===== src/acs_pkg.sv =====
// Constants and types shared by the conversion sequencer
package acs_pkg;

  // Register byte offsets on the APB window
  localparam logic [7:0] OFF_CSR = 8'h00;
  localparam logic [7:0] OFF_MODE = 8'h04;
  localparam logic [7:0] OFF_PULLDOWN = 8'h08;
  localparam logic [7:0] OFF_RESULT = 8'h20;

  // Result layout
  localparam int NUM_CHAN = 8;
  localparam int RES_BITS = 10;
  localparam int RES_LSB = 6;
  localparam logic [9:0] SAR_MSB = 10'h200;

  // Values after reset
  localparam logic [7:0] CSR_RESET = 8'h00;
  localparam logic [7:0] MODE_RESET = 8'h00;
  localparam logic [7:0] PULLDOWN_RESET = 8'h00;

  // Trigger source encodings; 2'b10 is prohibited and starts nothing
  localparam logic [1:0] TRG_OFF = 2'b00;
  localparam logic [1:0] TRG_TIMER = 2'b01;
  localparam logic [1:0] TRG_EXT = 2'b11;

  // Timing in states (one state is one ref_clk cycle), indexed by clock select
  localparam logic [3:0][9:0] DLY_MIN = {10'd4, 10'd6, 10'd10, 10'd18};
  localparam logic [3:0][9:0] DLY_MAX = {10'd5, 10'd9, 10'd17, 10'd33};
  localparam logic [3:0][9:0] SPL_LEN = {10'd15, 10'd31, 10'd63, 10'd127};
  localparam logic [3:0][9:0] SGL_MIN = {10'd67, 10'd131, 10'd259, 10'd515};
  localparam logic [3:0][9:0] SCAN_TOT = {10'd64, 10'd128, 10'd256, 10'd512};
  localparam logic [9:0] SAR_STEPS = 10'd10;

  // Control status register: end flag, irq enable, start, reserved, channel
  typedef struct packed {
    logic convEndFlag;
    logic endInterruptEnable;
    logic convStartBit;
    logic reserved;
    logic [3:0] chanSel;
  } acs_csr_t;

  // Mode control register
  typedef struct packed {
    logic [1:0] trigSourceSel;
    logic scanModeEnable;
    logic scanGroupSize;
    logic [1:0] convClockSel;
    logic [1:0] reserved;
  } acs_mode_t;

  typedef enum logic [3:0] {
    ST_IDLE = 4'b0001,
    ST_DELAY = 4'b0010,
    ST_SAMPLE = 4'b0100,
    ST_CONVERT = 4'b1000
  } acs_state_t;

endpackage


===== src/acs_sequencer.sv =====
// One converter unit: APB registers, trigger logic and SAR conversion sequencer
`timescale 1ns/1ps
// Operation
// - Ten-bit successive approximation; only single and scan modes exist.
// - Single mode converts the selected channel once when start becomes 1.
// - Single result lands in the converted channel's own result register.
// - Single completion sets end flag; interrupt raised when enable is set.
// - Single start stays 1, self-clears at end; clearing it aborts to wait.
// - Scan groups: mode 10 up to four channels, mode 11 up to eight.
// - Four-channel scan group starts at channel bit 2 times four.
// - Scan starts on software, timer or pin trigger at group's first channel.
// - Scan stores each channel result into its own register in turn.
// - Group end sets flag, interrupts if enabled, restarts at first channel.
// - Scan start never self-clears; clearing it stops to wait state.
// - Restart after a stop begins again at the group's first channel.
// - Start delay, then sampling of 127, 63, 31 or 15 states.
// - Start delay spans 18-19, 10-11, 6-7/14-15 or 4-5 states by write timing.
// - Single conversion totals 515-516, 259-260, 131-132/139-140 or 67-68 states.
// - First scan conversion uses the single-mode variable timing.
// - Later scan conversions take fixed 512, 256, 128 or 64 states.
// - Trigger select 11 sets start on each falling edge of the pin.
// - Pin-started conversions behave exactly like software-started ones.
// - Each unit has its own end interrupt usable by DMA or transfer controller.
// - Per-input pull-down bits reset to 0; writing 1 turns pull-down on.
// - Pull-down bits clear on reset and on software standby entry.
// - Result sits in bits 15..6 of a word; low six bits read 0.
// - End flag clears on 0 written after reading 1, or transfer-controller read.
// - Trigger select: 00 none, 01 timer, 11 pin, 10 prohibited.
module acs_sequencer
  import acs_pkg::*;
(
  // Clock, reset, freeze
  input wire logic ref_clk,
  input wire logic reset_n,
  input wire logic clkEn,
  // APB slave
  input wire logic psel,
  input wire logic penable,
  input wire logic pwrite,
  input wire logic [7:0] paddr,
  input wire logic [31:0] pwdata,
  output logic pready,
  output logic [31:0] prdata,
  output logic pslverr,
  // Triggers and system
  input wire logic timerTrigger,
  input wire logic externalTriggerPin_n,
  input wire logic softStandby,
  input wire logic xferActive,
  output logic convEndInterrupt,
  // Analog front end
  input wire logic compIn,
  output logic [2:0] muxSel,
  output logic sampleHold,
  output logic [9:0] dacCode,
  output logic [7:0] pulldownEnable
);

  acs_csr_t csr;
  acs_csr_t next_csr;
  acs_mode_t mode;
  acs_state_t state;
  acs_state_t next_state;
  logic [9:0] result [NUM_CHAN];
  logic [9:0] cnt;
  logic [9:0] next_cnt;
  logic [9:0] stepTimer;
  logic [9:0] sarMask;
  logic [3:0] phase;
  logic firstConv;
  logic readSeen;
  logic extSync1, extSync2, extSync3;
  logic compSync1, compSync2;

  // APB decode
  wire setupPhase = psel & ~penable;
  wire accessDone = psel & penable & pready;
  wire apbWrite = accessDone & pwrite;
  wire apbRead = accessDone & ~pwrite;
  wire hitCsr = paddr == OFF_CSR;
  wire hitMode = paddr == OFF_MODE;
  wire hitPull = paddr == OFF_PULLDOWN;
  wire hitRes = (paddr[7:5] == OFF_RESULT[7:5]) & (paddr[1:0] == 2'b00);
  wire [2:0] resIdx = paddr[4:2];
  wire hitAny = hitCsr | hitMode | hitPull | hitRes;
  wire [7:0] csrView = {csr.convEndFlag, csr.endInterruptEnable, csr.convStartBit,
                        1'b0, csr.chanSel};
  wire [7:0] modeView = {mode[7:2], 2'b00};
  wire [31:0] resView = {16'h0000, result[resIdx], 6'h00};
  wire [31:0] readMux = hitCsr ? {24'h000000, csrView} :
                        hitMode ? {24'h000000, modeView} :
                        hitPull ? {24'h000000, pulldownEnable} :
                        hitRes ? resView : 32'h00000000;

  // Channel group
  wire scanOn = mode.scanModeEnable;
  wire [2:0] firstChan = ~scanOn ? csr.chanSel[2:0] :
                         mode.scanGroupSize ? 3'h0 : {csr.chanSel[2], 2'b00};
  wire [2:0] lastChan = csr.chanSel[2:0];
  wire lastInGroup = muxSel == lastChan;

  // Timing selection
  wire [1:0] cks = mode.convClockSel;
  wire [3:0] dlyJitter = phase & DLY_MAX[cks][3:0] & ~DLY_MIN[cks][3:0];
  wire [9:0] dlyLoad = 10'(DLY_MIN[cks] + {6'h00, dlyJitter} - 10'd2);
  wire [9:0] sglRem = 10'(SGL_MIN[cks] - DLY_MIN[cks] - SPL_LEN[cks]);
  wire [9:0] scanRem = 10'(SCAN_TOT[cks] - SPL_LEN[cks]);
  wire [9:0] remLen = firstConv ? sglRem : scanRem;
  wire [9:0] bitLen = remLen / SAR_STEPS;

  // Events
  wire extFall = extSync3 & ~extSync2;
  wire trigStart = (mode.trigSourceSel == TRG_TIMER & timerTrigger) |
                   (mode.trigSourceSel == TRG_EXT & extFall);
  wire swCsrWrite = apbWrite & hitCsr;
  wire convDone = (state == ST_CONVERT) & (cnt == 10'd0) & csr.convStartBit;
  wire groupEnd = convDone & (~scanOn | lastInGroup);
  wire endFlagClr = (swCsrWrite & ~pwdata[7] & readSeen) |
                    (apbRead & hitRes & xferActive);
  wire sarStep = (state == ST_CONVERT) & (stepTimer == 10'd0) & (sarMask != 10'h000);
  wire [9:0] sarKeep = compSync2 ? dacCode : dacCode & ~sarMask;

  // Start bit, flag and enables; a hardware set beats any clear
  always_comb begin
    next_csr = csr;
    if (swCsrWrite) begin
      next_csr.endInterruptEnable = pwdata[6];
      next_csr.chanSel = pwdata[3:0];
      next_csr.convStartBit = pwdata[5];
    end
    if (convDone & ~scanOn) begin
      next_csr.convStartBit = 1'b0;
    end
    if (trigStart) begin
      next_csr.convStartBit = 1'b1;
    end
    if (swCsrWrite & pwdata[5]) begin
      next_csr.convStartBit = 1'b1;
    end
    if (endFlagClr) begin
      next_csr.convEndFlag = 1'b0;
    end
    if (groupEnd) begin
      next_csr.convEndFlag = 1'b1;
    end
    next_csr.reserved = 1'b0;
  end

  // Sequencer
  always_comb begin
    next_state = state;
    next_cnt = cnt - 10'd1;
    case (state)
      ST_IDLE: begin
        next_cnt = dlyLoad;
        if (csr.convStartBit) begin
          next_state = ST_DELAY;
        end
      end
      ST_DELAY: begin
        if (cnt == 10'd0) begin
          next_state = ST_SAMPLE;
          next_cnt = 10'(SPL_LEN[cks] - 10'd1);
        end
      end
      ST_SAMPLE: begin
        if (cnt == 10'd0) begin
          next_state = ST_CONVERT;
          next_cnt = 10'(remLen - 10'd1);
        end
      end
      ST_CONVERT: begin
        if (cnt == 10'd0 && scanOn) begin
          next_state = ST_SAMPLE;
          next_cnt = 10'(SPL_LEN[cks] - 10'd1);
        end else if (cnt == 10'd0) begin
          next_state = ST_IDLE;
        end
      end
      default: begin
        next_state = ST_IDLE;
      end
    endcase
    if (!csr.convStartBit) begin
      next_state = ST_IDLE;
    end
  end

  // Synchronisers for the pin and the comparator
  always_ff @(posedge ref_clk or negedge reset_n) begin
    if (!reset_n) begin
      {extSync1, extSync2, extSync3} <= 3'b111;
      {compSync1, compSync2} <= 2'b00;
    end else if (clkEn) begin
      {extSync1, extSync2, extSync3} <= {externalTriggerPin_n, extSync1, extSync2};
      {compSync1, compSync2} <= {compIn, compSync1};
    end
  end

  // APB answer: one wait-free access phase
  always_ff @(posedge ref_clk or negedge reset_n) begin
    if (!reset_n) begin
      pready <= 1'b0;
      prdata <= 32'h00000000;
      pslverr <= 1'b0;
    end else if (clkEn) begin
      pready <= setupPhase;
      prdata <= setupPhase & ~pwrite ? readMux : prdata;
      pslverr <= setupPhase & ~hitAny;
    end
  end

  // Registers
  always_ff @(posedge ref_clk or negedge reset_n) begin
    if (!reset_n) begin
      csr <= acs_csr_t'(CSR_RESET);
      mode <= acs_mode_t'(MODE_RESET);
      pulldownEnable <= PULLDOWN_RESET;
      readSeen <= 1'b0;
      convEndInterrupt <= 1'b0;
    end else if (clkEn) begin
      csr <= next_csr;
      if (apbWrite & hitMode) begin
        mode <= acs_mode_t'({pwdata[7:2], 2'b00});
      end
      if (softStandby) begin
        pulldownEnable <= PULLDOWN_RESET;
      end else if (apbWrite & hitPull) begin
        pulldownEnable <= pwdata[7:0];
      end
      readSeen <= next_csr.convEndFlag & (readSeen | (apbRead & hitCsr & csr.convEndFlag));
      convEndInterrupt <= csr.convEndFlag & csr.endInterruptEnable;
    end
  end

  // Sequencer state, channel and SAR
  always_ff @(posedge ref_clk or negedge reset_n) begin
    if (!reset_n) begin
      state <= ST_IDLE;
      cnt <= 10'd0;
      phase <= 4'h0;
      firstConv <= 1'b0;
      muxSel <= 3'h0;
      sampleHold <= 1'b0;
      dacCode <= 10'h000;
      sarMask <= 10'h000;
      stepTimer <= 10'd0;
    end else if (clkEn) begin
      state <= next_state;
      cnt <= next_cnt;
      phase <= phase + 4'h1;
      sampleHold <= next_state == ST_SAMPLE;
      if (state == ST_IDLE) begin
        firstConv <= 1'b1;
        muxSel <= firstChan;
      end else if (convDone) begin
        firstConv <= 1'b0;
        muxSel <= lastInGroup ? firstChan : 3'(muxSel + 3'h1);
      end
      if (next_state == ST_CONVERT && state != ST_CONVERT) begin
        dacCode <= SAR_MSB;
        sarMask <= SAR_MSB;
        stepTimer <= 10'(bitLen - 10'd1);
      end else if (sarStep) begin
        dacCode <= sarKeep | (sarMask >> 1);
        sarMask <= sarMask >> 1;
        stepTimer <= 10'(bitLen - 10'd1);
      end else if (state == ST_CONVERT) begin
        stepTimer <= stepTimer - 10'd1;
      end
    end
  end

  // Result registers, one per channel
  for (genvar g = 0; g < NUM_CHAN; g++) begin : gen_result
    always_ff @(posedge ref_clk or negedge reset_n) begin
      if (!reset_n) begin
        result[g] <= 10'h000;
      end else if (clkEn && convDone && muxSel == 3'(g)) begin
        result[g] <= dacCode;
      end
    end
  end

  // Checking helpers
  logic [9:0] dlyHelp;
  logic [9:0] splHelp;
  always_ff @(posedge ref_clk or negedge reset_n) begin
    if (!reset_n) begin
      dlyHelp <= 10'd0;
      splHelp <= 10'd0;
    end else if (clkEn) begin
      dlyHelp <= state == ST_DELAY ? 10'(dlyHelp + 10'd1) : 10'd0;
      splHelp <= state == ST_SAMPLE ? 10'(splHelp + 10'd1) : 10'd0;
    end
  end
endmodule


===== config.mk =====
export PLATFORM = sky130hd
export DESIGN_NAME = acs_sequencer
export DESIGN_NICKNAME = d
export VERILOG_FILES = /design/src/acs_pkg.sv /design/src/acs_sequencer.sv
export SDC_FILE = /design/constraint.sdc
export NUM_CORES = 1
export LEC_CHECK = 0
export BUFFER_PORTS_ARGS = -buffer_cell sky130_fd_sc_hd__buf_2
export CORE_UTILIZATION = 30
export CTS_BUF_LIST = sky130_fd_sc_hd__clkbuf_4
export CTS_CLUSTER_SIZE = 8
export DETAILED_ROUTE_END_ITERATION = 8
export SLEW_MARGIN = 15
export SYNTH_ARGS = -nofsm -noshare
export SYNTH_HDL_FRONTEND = slang
export SYNTH_SLANG_ARGS = --single-unit
export TNS_END_PERCENT = 1

===== constraint.sdc =====
create_clock -name ref_clk -period 3.5 [get_ports ref_clk]
set_clock_uncertainty 0.1 [all_clocks]
set_input_delay 0.175 -clock ref_clk [delete_from_list [all_inputs] [get_ports ref_clk]]
set_output_delay 0.175 -clock ref_clk [all_outputs]
set_load 0.03 [all_outputs]

[Word-level counts from Yosys, hierarchy flattened]
Index checks and enable logic that the tools add are counted.
Word-level totals
  register bits after elaboration: 195
  input port bits: 51
  output and inout port bits: 57
  word-level logic and storage cells: 201
Operators by class
  $add $sub $neg: 12
  divide/modulo/power cells: 1
  $lt $le $gt $ge: 2
  equality and inequality tests: 20
  multiplexer cells: 51
  bitwise logic cells: 49
  reduce and logical (&&, ||, !) cells: 30
Operators with widths (number)
  $mux W10: 18
  $bmux W10 S2: 5
  $mux W16: 4
  $sub A10 B1 Y10 const B: 5
  $pmux W10 S4: 1
  $bmux W10 S3: 1
  $sub A10 B10 Y10: 3
  $and A1 B1 Y1: 29
  $mux W4: 6
  $logic_not A10 Y1: 2
  $mux W8: 2
  $pmux W4 S4: 1
  $reduce_and A2 Y1: 8
  $mux W3: 5
  $eq A3 B3 Y1 const B: 4
  $logic_and A1 B1 Y1: 11
  $add A10 B4 Y10: 1
  $and A10 B10 Y10: 1
  $div A10 B4 Y10 const B: 1
  $not A10 Y10: 1
  $or A10 B9 Y10: 1
  $reduce_bool A10 Y1: 1
  $sub A10 B2 Y10 const B: 1
  $and A4 B4 Y4: 2
  other kinds (27): 51

[Logic depth before layout (Yosys ltp)]
  depth in word-level cells: 10
  gate-level depth with buffers: 20
  mapped depth without buffers: 18

[Worst setup path after synthesis]
OpenSTA, ideal clock, no wires.
  kind: register -> register
  start: reg mode, in the netlist cks[1]
  end: reg stepTimer[4]
  library setup time: 0.101 ns
  data arrival time: 3.575 ns
  required time: 3.299 ns
  slack: -0.276 ns
  stages on the path, launching flop included: 20
  buffers on the path: 1
  period minus slack after synthesis: 3.776 ns
  cell sequence: dfrtp_1 -> buf_6 -> inv_4 -> ha_1 -> inv_1 -> a211o_4 -> and4b_4 -> nor2_2 -> mux2_4 -> o211ai_4 -> a2bb2oi_2 -> a32oi_2 -> o32ai_1 -> and3_1 -> nor2_1 -> ha_1 -> nand3_1 -> xnor2_1 -> nor2_1 -> o32ai_1
Between the ends
  longest elaborated chain between the ends: 9
  elaborated cells between the ends (all ways): 16
  those cells by class: 4 x add/sub; 1 x div; 11 x mux
Ends and longest elaborated chain
  start: declaration: line acs_sequencer.sv:61  | acs_mode_t mode;
  start signal: assignment: line acs_sequencer.sv:217  | mode <= acs_mode_t'(MODE_RESET);
  start signal: assignment: line acs_sequencer.sv:224  | mode <= acs_mode_t'({pwdata[7:2], 2'b00});
  $bmux W10 S2: line acs_sequencer.sv:106  | wire [9:0] sglRem = 10'(SGL_MIN[cks] - DLY_MIN[cks] - SPL_LEN[cks]);
  $mux W10 (not written as such): line acs_sequencer.sv:106
  $sub A10 B10 Y10 (2 in a row): line acs_sequencer.sv:106
  $mux W10 *: line acs_sequencer.sv:108  | wire [9:0] remLen = firstConv ? sglRem : scanRem;
  $div A10 B4 Y10 *: line acs_sequencer.sv:109  | wire [9:0] bitLen = remLen / SAR_STEPS;
  $sub A10 B1 Y10 *: line acs_sequencer.sv:263, acs_sequencer.sv:267
  $mux W10: line acs_sequencer.sv:264  | end else if (sarStep) begin
  $mux W10 *: line acs_sequencer.sv:260  | if (next_state == ST_CONVERT && state != ST_CONVERT) begin
  end signal: assignment: line acs_sequencer.sv:263  | stepTimer <= 10'(bitLen - 10'd1);
  end signal: assignment: line acs_sequencer.sv:267  | stepTimer <= 10'(bitLen - 10'd1);
  end signal: assignment: line acs_sequencer.sv:269  | stepTimer <= stepTimer - 10'd1;
  end: declaration: line acs_sequencer.sv:67  | logic [9:0] stepTimer;
Every way passes the cells marked *; elsewhere a longest branch is shown, timed or not. The select of a mux whose other input is x is not followed.
A chain may end at the register's enable or synchronous reset.

[Worst setup path after layout]
  start: reg mode, in the netlist cks[0]
  end: reg stepTimer[4]
The elaborated chain is that of the path after synthesis.

==> out/metrics.cfg <==
[status]
status=finished, violations left
violations=setup timing

[cts]
htreeDepth=4
root_buffer=clkbuf_4
clock_latency_ns=0.59
clk_pin_slew_worst_paths_ns=0.16
cts_tree=done
cts_made_buffers=17
cts_buffer_depth=2
cts_sinks=179

[timing]
fmax_mhz=264
report.final.slew_viol_count=0
worst_pin_slew_ns=0.959
rsz0062_at_grt=true
min_period_over_period=1.08
finalWorstSetupSlack_ns=-0.290
hold_violations=0
fin_crit_ns=3.79
setup_violations=5
slew_headroom=0.361

[placed_design]
place.gp.congestion=0.872
dpl_cell_area_um2=10900
portBuffers=67
hpwl_um=17200

[final_layout]
final_common_cell=dfrtp_1
drive_gt1_frac=0.312
fillers=3163
finalInstanceArea_um2=11500
final_cell_mix=dfrtp_1, nand2_1, mux2_2
final_nets=1125
area_growth_pct=17.7
final_util=0.361

[power]
total_power_w=0.00375
p_per_area_nw_per_um2=326
ir_drop_uv=175
leakage_nw=5.38

[floorplanning]
start_util=0.307
num_rows=65
coreArea_um2=31800
die_area_um2=33300
die_x_um=182
pin_count=108
die_y_um=182

[worst_hold_path]
hold_class=in -> async

[grt]
grt_pass1_wl_um=39600
grt_max_degree=81
antenna_found_initial=1
grt_pass1_vias=7428
grt_overflow=0
grt_use_total=0.151

[yosys]
yosysTopAreaCell=dfrtp_1
avgSynthCellArea_um2=10.7
yosys_warnings=0
syn_area_um2=9760
async_reset_ff_frac=1.00
yosysSeqAreaShare=0.459
syn_inst=912
synth_cell_types=89
synth_top_area_frac=0.449
synth-main-ff-cell=dfrtp_1
ys_ff_latch=179
synth_area_leaders=dfrtp_1, mux2_2, mux4_2
synth_enable_flop_cells=0

[critical_path]
reg2reg_depth=17
critPathRequiredTime_ns=3.89
end_kind=flip-flop
path_max_fanout=6
reg2reg_to=stepTimer[4]
endpoint=stepTimer[4]
cp.arrival_ns=4.18
cp-startpoint=cks[0]
start_kind=flip-flop
r2r-start=cks[0]
rrSetupSlack_ns=-0.29
path_class=reg -> reg

[routing]
routed_wl_um=24100
wl_per_cell_um=16.0
ant_nets=0
drtIter0Drc=495
remaining_drc_errors=0
avgViaCountPerCell=4.97
via_count=7464
firstDrtPassIters=7

[job]
drv_cap=0

## Yosys cell counts (all sizes together), types with 10 or more instances
cell type / count
nor2: 51
a22o: 10
mux2: 95
nand2: 103
clkbuf: 20
ha: 21
a21oi: 64
nand3: 23
mux4: 20
nand2b: 10
buf: 38
nor3: 18
dfrtp: 175
inv: 34
o21ai: 77
mux2i: 13
## layout make-up
| class | count | area, um2 | share of cell area |
|---|---|---|---|
| clock inverters | 13 | 148 | 0.0128 |
| multi-input cells | 656 | 4890 | 0.425 |
| diodes | 1 | 2.50 | 0.000218 |
| repair buffers | 164 | 1150 | 0.100 |
| well taps | 435 | 544 | 0.0474 |
| inverters | 34 | 130 | 0.0113 |
| flip-flops and latches | 179 | 4490 | 0.390 |
| clock buffers | 19 | 143 | 0.0124 |
## state kept, by name, indices dropped and copies added, names as in the netlist, 3 cells and up
signal / flops
stepTimer: 10
muxSel: 3
csr: 7
phase: 4
dacCode: 10
pulldownEnable: 8
sarMask: 10
prdata: 16
state: 4
mode: 3
result: 80
cnt: 10
## what timing repair did
action                                 CTS  global route
setup endpoints to repair                5             5
resized for setup                        1             7
endpoints found under the hold margin  110             0
buffers inserted                         0             1
hold buffers                            27             0
pin swaps                                0             2
## routing by layer
layer | up-vias | routed length [um] | GRT usage
met3 | 14 | 745 | 0.0299
met2 | 138 | 11800 | 0.254
met5 | - | 0 | 0
met1 | 3757 | 11300 | 0.199
met4 | 0 | 209 | 0.0339
li1 | 3555 | - | -
## worst max-delay path: stages (launching register included)
cell and delay [ns]:
dfrtp_2 0.48, ha_1 0.22, nand2b_1 0.15, a211o_4 0.37, and4b_4 0.22, o21ai_1 0.17
and2_4 0.20, o211ai_4 0.11, or2_4 0.27, buf_4 0.14, a2111oi_4 0.30, o21ai_2 0.09
nor2_1 0.10, ha_2 0.20, nand3_2 0.11, xnor2_1 0.17, nor2_1 0.05, o32ai_1 0.25
## per-stage QoR
stage | hold WS, ns | TNS, ns | cells | setup slack, ns
2_1_floorplan | -0.221 | -0.309 | 927 | -0.140
3_3_place_gp | 0.173 | -0.395 | 1440 | -0.146
3_5_place_dp | 0.166 | -0.817 | 1440 | -0.255
4_1_cts | 0.0250 | -0.950 | 1499 | -0.289
5_1_grt | 0.0480 | -1.82 | 1501 | -0.452
6_report | 0.0597 | -0.775 | 1501 | -0.290
## kinds of logic (layout without fill, tap and decap cells)
group,Yosys count,after routing,share of synthesized area
xor gates and xnor gates,13,13,0.0117
and+or+nand+nor,259,259,0.132
other,1,17,0.000384
buffers and inverters,92,230,0.0505
DFF,179,179,0.459
AOI/OAI and AO/OA,217,217,0.146
adders and majority gates,23,23,0.0300
muxes,128,128,0.169
## worst min path at each step
stage / start / to / slack, ns / depth (start not counted)
3_5_place_dp: reset_n / prdata[2] / 0.17 / 1
2_1_floorplan: reset_n / cks[0] / -0.22 / 0
3_3_place_gp: reset_n / prdata[3] / 0.17 / 1
6_report: reset_n / prdata[3] / 0.06 / 2
5_1_grt: paddr[7] / prdata[5] / 0.05 / 5
4_1_cts: paddr[7] / prdata[5] / 0.03 / 5
## where the power goes
group | switching, W | internal [W] | leakage, nW
Clock | 0.000757 | 0.000453 | 0.159
Sequential | 0.0000537 | 0.00212 | 2.42
Combinational | 0.000220 | 0.000140 | 2.80
Total | 0.00103 | 0.00272 | 5.38
No activity file was read; power rests on OpenSTA's default activity.
